## src/logic/fsps_regs.svh

```systemverilog
`ifndef FSPS_REGS_SVH
`define FSPS_REGS_SVH
// control/status bit positions
`define FSPS_CSR_ENABLE_BIT    0
`define FSPS_CSR_ERASE_BIT     1
`define FSPS_CSR_WRITE_BIT     2
`define FSPS_CSR_LOCKSET_BIT   3
`define FSPS_CSR_REENABLE_BIT  4
`define FSPS_CSR_BUSY_BIT      6
`define FSPS_CSR_IE_BIT        7
// command codes, low five bits of the control word
`define FSPS_CMD_LOAD          5'h01
`define FSPS_CMD_ERASE         5'h03
`define FSPS_CMD_WRITE         5'h05
`define FSPS_CMD_LOCK          5'h09
`define FSPS_CMD_REENABLE      5'h11
`define FSPS_CSR_RESET         8'h00
`define FSPS_LOCK_RESET        6'h3f
// store-program window after the control write, cpu cycles
`define FSPS_ARM_CYCLES        3'h4
// programming time in ns, min and max
`define FSPS_T_PROG_MIN_NS     3700000
`define FSPS_T_PROG_MAX_NS     4500000
`define FSPS_CLK_PERIOD_NS     25
`define FSPS_PROG_CYCLES       ((`FSPS_T_PROG_MIN_NS + `FSPS_CLK_PERIOD_NS - 1) / `FSPS_CLK_PERIOD_NS)
`endif

```

## src/logic/fsps_pkg.sv

```systemverilog
package fsps_pkg;
    typedef enum logic [1:0] {FSPS_IDLE, FSPS_ARMED, FSPS_BUSY} fsps_state_t;
    typedef enum logic [1:0] {FSPS_OP_ERASE, FSPS_OP_WRITE, FSPS_OP_LOCK} fsps_op_t;
endpackage : fsps_pkg

```

## src/logic/fsps_seq.sv

```systemverilog
`timescale 1ns/1ps
`include "fsps_regs.svh"
// Summary of operation
// - command address comes from the 16-bit pointer, high and low halves
// - low pointer bits pick the word in a page, high bits pick the page
// - address is latched at start; later pointer changes do not matter
// - lock programming ignores the pointer
// - control 0x03 then store within four cycles erases the addressed page
// - control 0x01 then store loads data pair at word bits 5..1
// - buffer clears after page write, reenable write and reset; one write
// - an eeprom write during loading discards the loaded buffer
// - control 0x05 then store writes buffer into addressed page
// - rewritable target keeps other section readable; else cpu halts
// - interrupt enabled asserts continuously while enable bit is clear
// - erase or write blocks rewritable reads and holds busy flag
// - control 0x09 then store programs lock bits whose data bit is zero
// - lock programming keeps all flash readable, no cpu halt
// - enable and lock-set auto clear without store within four cycles
// - an eeprom write in progress blocks every programming command
// - each erase, write or lock operation lasts 3.7 to 4.5 ms
//
module fsps_seq
    import fsps_pkg::*;
#(
    parameter int WORD_BITS = 5,
    parameter int PAGE_BITS = 8,
    parameter int HALT_PAGE = 224,
    parameter int PROG_CYCLES = `FSPS_PROG_CYCLES
) (
    input  wire logic                 clk_sys,
    input  wire logic                 rstn,
    input  wire logic                 csr_wr,
    input  wire logic [7:0]           csr_wdata,
    output logic      [7:0]           self_prog_control_status,
    input  wire logic                 store_prog,
    input  wire logic [7:0]           address_pointer_high,
    input  wire logic [7:0]           address_pointer_low,
    input  wire logic [7:0]           data_high_reg,
    input  wire logic [7:0]           data_low_reg,
    input  wire logic                 eeprom_busy,
    input  wire logic                 eeprom_write,
    input  wire logic [WORD_BITS-1:0] buf_rd_word,
    output logic      [15:0]          buf_rd_data,
    output logic                      flash_erase,
    output logic                      flash_write,
    output logic      [PAGE_BITS-1:0] flash_page,
    output logic      [5:0]           lock_bits,
    output logic                      rewritable_blocked,
    output logic                      cpu_halt,
    output logic                      spm_irq
);
    import fsps_pkg::*;
    localparam int NW = 1 << WORD_BITS;

    typedef struct packed {
        fsps_state_t          st;
        fsps_op_t             op;
        logic [2:0]           arm;
        logic [4:0]           cmd;
        logic                 enable;
        logic                 lockset;
        logic                 ie;
        logic                 busy;
        logic                 halt;
        logic [PAGE_BITS-1:0] page;
        logic [5:0]           lock;
        logic [5:0]           lock_pend;
        logic [NW-1:0]        used;
    } fsps_state_s_t;
    fsps_state_s_t q_r;
    fsps_state_s_t q_nxt;

    logic [15:0] buf_mem [NW];
    logic [15:0] ptr;
    logic [PAGE_BITS-1:0] ptr_page;
    logic [WORD_BITS-1:0] ptr_word;
    logic        go;
    logic        do_load;
    logic        tmr_start;
    logic        tmr_done;

    ////////////////////////////////////////////////////////////////////////
    // pointer decode: word field is bits 5..1, page field above it
    assign ptr      = {address_pointer_high, address_pointer_low};
    assign ptr_word = ptr[WORD_BITS:1];
    assign ptr_page = ptr[WORD_BITS+PAGE_BITS:WORD_BITS+1];
    // a store counts only inside the armed window and with no eeprom write
    assign go       = store_prog && q_r.st == FSPS_ARMED && !eeprom_busy;
    assign do_load  = go && q_r.cmd == `FSPS_CMD_LOAD && !q_r.used[ptr_word];
    assign tmr_start = go && (q_r.cmd == `FSPS_CMD_ERASE || q_r.cmd == `FSPS_CMD_WRITE
                              || q_r.cmd == `FSPS_CMD_LOCK);

    fsps_timer #(.CYCLES(PROG_CYCLES)) u_timer (
        .clk_sys (clk_sys),
        .rstn    (rstn),
        .start   (tmr_start),
        .done    (tmr_done)
    );

    ////////////////////////////////////////////////////////////////////////
    // sequencer next state
    always_comb begin
        q_nxt = q_r;
        unique case (q_r.st)
            FSPS_IDLE: begin
                if (csr_wr && !eeprom_busy) begin
                    q_nxt.ie      = csr_wdata[`FSPS_CSR_IE_BIT];
                    q_nxt.cmd     = csr_wdata[4:0];
                    q_nxt.enable  = csr_wdata[`FSPS_CSR_ENABLE_BIT];
                    q_nxt.lockset = csr_wdata[`FSPS_CSR_LOCKSET_BIT];
                    q_nxt.arm     = `FSPS_ARM_CYCLES;
                    if (csr_wdata[`FSPS_CSR_ENABLE_BIT]) begin
                        q_nxt.st = FSPS_ARMED;
                    end
                end else if (csr_wr) begin
                    q_nxt.ie = csr_wdata[`FSPS_CSR_IE_BIT];
                end
            end
            FSPS_ARMED: begin
                if (go) begin
                    q_nxt.enable  = 1'b0;
                    q_nxt.lockset = 1'b0;
                    q_nxt.st      = FSPS_IDLE;
                    unique case (q_r.cmd)
                        `FSPS_CMD_ERASE, `FSPS_CMD_WRITE: begin
                            q_nxt.page   = ptr_page;
                            q_nxt.op     = (q_r.cmd == `FSPS_CMD_ERASE) ?
                                           FSPS_OP_ERASE : FSPS_OP_WRITE;
                            q_nxt.busy   = 1'b1;
                            q_nxt.halt   = ptr_page >= PAGE_BITS'(HALT_PAGE);
                            q_nxt.enable = 1'b1;
                            q_nxt.st     = FSPS_BUSY;
                        end
                        `FSPS_CMD_LOCK: begin
                            q_nxt.op        = FSPS_OP_LOCK;
                            q_nxt.lock_pend = data_low_reg[5:0];
                            q_nxt.enable    = 1'b1;
                            q_nxt.lockset   = 1'b1;
                            q_nxt.st        = FSPS_BUSY;
                        end
                        `FSPS_CMD_REENABLE: begin
                            q_nxt.busy = 1'b0;
                            q_nxt.used = '0;
                        end
                        `FSPS_CMD_LOAD: begin
                            if (do_load) begin
                                q_nxt.used[ptr_word] = 1'b1;
                            end
                        end
                        default: ;
                    endcase
                end else if (q_r.arm == 3'h1) begin
                    q_nxt.enable  = 1'b0;
                    q_nxt.lockset = 1'b0;
                    q_nxt.st      = FSPS_IDLE;
                end else begin
                    q_nxt.arm = q_r.arm - 3'h1;
                end
            end
            FSPS_BUSY: begin
                if (tmr_done) begin
                    q_nxt.enable  = 1'b0;
                    q_nxt.lockset = 1'b0;
                    q_nxt.halt    = 1'b0;
                    q_nxt.st      = FSPS_IDLE;
                    if (q_r.op == FSPS_OP_LOCK) begin
                        q_nxt.lock = q_r.lock & q_r.lock_pend;
                    end
                    if (q_r.op == FSPS_OP_WRITE) begin
                        q_nxt.used = '0;
                    end
                end
            end
        endcase
        // an eeprom write mid-load throws away the partly loaded buffer
        if (eeprom_write && q_r.st != FSPS_BUSY) begin
            q_nxt.used = '0;
            // a load landing in the same cycle keeps its word: the set wins
            if (do_load) begin
                q_nxt.used[ptr_word] = 1'b1;
            end
        end
    end

    always_ff @(posedge clk_sys or negedge rstn) begin
        if (!rstn) begin
            q_r           <= '0;
            q_r.st        <= FSPS_IDLE;
            q_r.op        <= FSPS_OP_ERASE;
            q_r.lock      <= `FSPS_LOCK_RESET;
            q_r.lock_pend <= `FSPS_LOCK_RESET;
        end else begin
            q_r <= q_nxt;
        end
    end

    // buffer data itself needs no reset; the used mask marks empty words
    always_ff @(posedge clk_sys) begin
        if (do_load) begin
            buf_mem[ptr_word] <= {data_high_reg, data_low_reg};
        end
    end

    ////////////////////////////////////////////////////////////////////////
    // outputs; cleared buffer words read as erased flash
    assign buf_rd_data = q_r.used[buf_rd_word] ? buf_mem[buf_rd_word] : 16'hffff;
    assign flash_erase = q_r.st == FSPS_BUSY && q_r.op == FSPS_OP_ERASE;
    assign flash_write = q_r.st == FSPS_BUSY && q_r.op == FSPS_OP_WRITE;
    assign flash_page  = q_r.page;
    assign lock_bits   = q_r.lock;
    assign rewritable_blocked = q_r.busy;
    assign cpu_halt    = q_r.halt;
    assign spm_irq     = q_r.ie && !q_r.enable;
    assign self_prog_control_status = {q_r.ie, q_r.busy, 1'b0, 1'b0, q_r.lockset,
                                       q_r.cmd[2] & q_r.enable, q_r.cmd[1] & q_r.enable,
                                       q_r.enable};
endmodule : fsps_seq

```

## src/logic/fsps_timer.sv

```systemverilog
`timescale 1ns/1ps
`include "fsps_regs.svh"
// counts one programming operation; done pulses once when it expires
module fsps_timer #(
    parameter int CYCLES = `FSPS_PROG_CYCLES
) (
    input  wire logic clk_sys,
    input  wire logic rstn,
    input  wire logic start,
    output logic      done
);
    typedef struct packed {
        logic [23:0] cnt;
        logic        run;
        logic        done;
    } fsps_tmr_t;
    fsps_tmr_t q_r;
    fsps_tmr_t q_nxt;

    // load on start, count down, pulse done at zero
    always_comb begin
        q_nxt      = q_r;
        q_nxt.done = 1'b0;
        if (start) begin
            q_nxt.cnt = 24'(CYCLES - 1);
            q_nxt.run = 1'b1;
        end else if (q_r.run) begin
            if (q_r.cnt == 24'h0) begin
                q_nxt.run  = 1'b0;
                q_nxt.done = 1'b1;
            end else begin
                q_nxt.cnt = q_r.cnt - 24'h1;
            end
        end
    end

    always_ff @(posedge clk_sys or negedge rstn) begin
        if (!rstn) begin
            q_r <= '0;
        end else begin
            q_r <= q_nxt;
        end
    end

    assign done = q_r.done;
endmodule : fsps_timer

```

## config.mk

```make
export PLATFORM = sky130hd
export DESIGN_NAME = fsps_seq
export DESIGN_NICKNAME = d
export VERILOG_FILES = /design/src/logic/fsps_pkg.sv /design/src/logic/fsps_seq.sv /design/src/logic/fsps_timer.sv
export VERILOG_INCLUDE_DIRS = /design/src /design/src/logic
export SDC_FILE = /design/constraint.sdc
export NUM_CORES = 1
export LEC_CHECK = 0
export BUFFER_PORTS_ARGS = -buffer_cell sky130_fd_sc_hd__buf_2
export CORE_ASPECT_RATIO = 1.4
export CORE_UTILIZATION = 55
export DETAILED_ROUTE_END_ITERATION = 10
export PLACE_DENSITY = 0.69
export SLEW_MARGIN = 20
export SYNTH_ARGS = -nofsm -noshare
export SYNTH_HDL_FRONTEND = slang
export SYNTH_HIERARCHICAL = 1
export SYNTH_SLANG_ARGS = --single-unit
```

## constraint.sdc

```tcl
create_clock -name clk_sys -period 6.3 [get_ports clk_sys]
set_input_delay 0.63 -clock clk_sys [delete_from_list [all_inputs] [get_ports clk_sys]]
set_output_delay 0.63 -clock clk_sys [all_outputs]
set_load 0.01 [all_outputs]
```

==> metrics.txt <==
synth cell count leaders=edfxtp_1, mux4_2, dfrtp_1, nor2_1, nand2_1; first-pass GRT wire length=78700 um; CTS Buffer Depth=3; CP Buf/Inv Count=1; CP Max Fanout=28; final hold viol count=0; reg2reg start=q_r[68]$_DFFE_PN0P_; # IOs=94; Total GRT Usage=23.5%; crit path cell chain=inv_1, ha_1, and3b_1, nand2_1, nor3_2, or2_2, nor2_1, and4bb_1, and2_1, or4_1, a21oi_1; CTS H-tree depth=2; Reg2Reg Depth=11; Max-slew headroom=27.6%; Leak=0.00916 uW; final setup fails=0; MaxCap Viol Count=0; Synth async-reset ratio=15.7%; area share of the largest cell type after synthesis=62.1%; hold crit path type=in2async; IO buf count=86; final antenna-violating net count=0; Flop pwr share=between 50% and 60%; Nets=1400; sequential share of the synthesized area=71.8%; CP Class=reg2reg; Congestion Overflow GR=0; FMAX=229 MHz; fillers=roughly 3100; cell area power density=285 mW/mm^2; Sink Count=roughly 610; top cells by area, synth=edfxtp_1, mux4_2, dfrtp_1; Switch Pwr=1590 uW; Die W=between 150 and 200 um; crit path DAT=roughly 4.9 ns; post-DP HPWL=30600 um; antenna violations before repair=2; Layout Utilization=between 60% and 70%; pin count of the biggest net entering global routing=91; chip height=253 um; RSZ-0062 raised after global routing=false; mapped cell area=0.0248 sq mm; power share of the clock group=40.5%; post-CTS setup buffers=0; Synth Flop Type=edfxtp_1; Area Growth Syn to Fin=11.2%; CP delay by family, top=simple AND/OR/NAND/NOR gates; Overall Power=7850 uW; type of origin of the critical path=flip-flop; CTS tree=yes; outcome=finished, final reports clean; Worst Hold Slack=0.0571 ns; drt wl/cell=26.8 um; hold_buf cts=0; post-synth top area cell=edfxtp_1; combinational share of power=under 10%; Post-synth EDFFs=512; Switching Share=roughly a fifth; Clk Tree Root Cell=clkbuf_16; vias in the first global route=12800; # DRC=0; cell count after synthesis=1249; top-count cell post-synth=edfxtp_1; CTS Buf Count=between 50 and 60; DRT iter0 DRCs=939; Int Power=6250 uW; fin crit period=4.37 ns; synth warn=6; post_cts resized=0; row count=91; syn_area_per_cell=19.8 sq um; Starting Density=56.0%; clk_lat worst skew=0.60 ns; flop2flop setup slack=about 1.9 ns; Distinct cells, synth=68; Detailed Route WL=52200 um; Synth Register Bits=607; setup TNS=0 ns; max-slew violation count=0; core footprint=roughly 0.044 sq mm; Die ar.=around 0.046 sq mm; Critical Path Sink Type=flip-flop; routability cong.=0.829; Via Count=approximately 12000; Worst Max-Slew Pin Slew=1.08 ns; final worst-path cycle share=a little under 70%; CP required=6.79 ns; DR pass1 iterations=5; Final Skew=0.0290 ns; Reg clk slew, reported paths=0.06 ns; Worst R2R End=u_timer/q_r[25]$_DFFE_PN0P_; CP max stage delay=0.83 ns; Crit-path slowest cell=nor3_2; routed vias/inst=~6.3; Max VDD drop=0.210 mV; share of cells above drive strength 1=32.3%
==> kinds of logic (layout without fill, tap and decap cells) <==
kind of cell / Yosys count / in the layout / synth area share (%)
other: 1 / 3 / 0.0151
AND/OR/NAND/NOR: 200 / 200 / 4.49
buffers and inverters: 98 / 234 / 2.15
adder cells (fa/ha/maj): 7 / 7 / 0.354
XOR/XNOR: 11 / 11 / 0.389
multiplexers: 223 / 223 / 17.9
AO/OA/AOI/OAI: 102 / 102 / 2.96
flip-flops: 607 / 607 / 71.8
==> cell usage in the layout (no fill, tap or decap), types with 7 or more instances in the layout <==
cell type / instances
buf_2: 83
dfrtp_1: 83
clkbuf_1: 15
ha_1: 7
or3_1: 8
o2bb2ai_1: 8
clkinv_1: 15
nor2_2: 19
edfxtp_1: 512
dfstp_2: 12
nand2b_1: 8
o21a_1: 8
mux4_2: 173
clkbuf_16: 56
inv_1: 12
nand2_1: 36
mux2i_1: 29
o21ai_0: 16
buf_4: 34
nand3_1: 9
nor2b_1: 7
a21oi_1: 18
a22o_1: 24
nor2_1: 40
xnor2_1: 10
mux2_2: 21
==> worst max path at each step <==
| stage | startpoint | endpoint | slack [ns] | cells past startpoint |
|---|---|---|---|---|
| 6_report | q_r[68]$_DFFE_PN0P_ | u_timer/q_r[25]$_DFFE_PN0P_ | 1.93 | 11 |
| 5_1_grt | q_r[68]$_DFFE_PN0P_ | u_timer/q_r[25]$_DFFE_PN0P_ | 1.63 | 11 |
| 2_1_floorplan | q_r[68]$_DFFE_PN0P_ | u_timer/q_r[17]$_DFFE_PN0P_ | 2.82 | 15 |
| 3_5_place_dp | address_pointer_low[1] | buf_mem[0][12]$_DFFE_PP_ | 1.95 | 8 |
| 4_1_cts | q_r[68]$_DFFE_PN0P_ | u_timer/q_r[25]$_DFFE_PN0P_ | 1.96 | 11 |
| 3_3_place_gp | address_pointer_low[1] | buf_mem[0][12]$_DFFE_PP_ | 2.07 | 8 |
==> power by group through the flow <==
stage | logic, uW | registers (uW) | clock network (uW)
after detailed placement | 321 | 4440 | 0
after global routing | 340 | 4350 | 3380
after CTS | 321 | 4360 | 3240
final | 315 | 4360 | 3170
after floorplan | 187 | 4440 | 0
after global placement | 314 | 4440 | 0
==> final cells by class <==
cell class              count  area, sq um  area share [%]
diodes                      1         2.50         0.00909
clock buffers              72         1470            5.35
clock inverters            29          228           0.827
inverters                  12         45.0           0.164
multi-input cells         545         6570            23.9
flip-flops and latches    607        17800            64.6
well taps                 558          698            2.54
repair buffers            121          737            2.68
==> metrics by stage <==
stage | instances | cell area (sq um) | setup slack [ns]
finish | 1945 | 27500 | 1.93
global route | 1945 | 27500 | 1.63
CTS | 1944 | 27500 | 1.96
detailed placement | 1843 | 25800 | 1.95
global placement | 1843 | 25800 | 2.07
floorplan | 1250 | 24800 | 2.82
==> state kept, by name, summed over array words and instances, names as in the netlist <==
signal and flops:
u_timer/done 1, flash_page 8, u_timer/q_r 25, buf_mem 512, q_r 50, self_prog_control_status 3, cpu_halt 1, lock_bits 6
rewritable_blocked 1
==> per-layer routing <==
metal | up-vias | track usage [%] | share of wire [%]
met5 | - | 0 | 0.025
met4 | 2 | 7.34 | 2.5
met3 | 84 | 2.92 | 5.4
met2 | 396 | 40.7 | 52
met1 | 6521 | 31.3 | 40
li1 | 5271 | - | -
No activity file was read; power rests on OpenSTA's default activity.
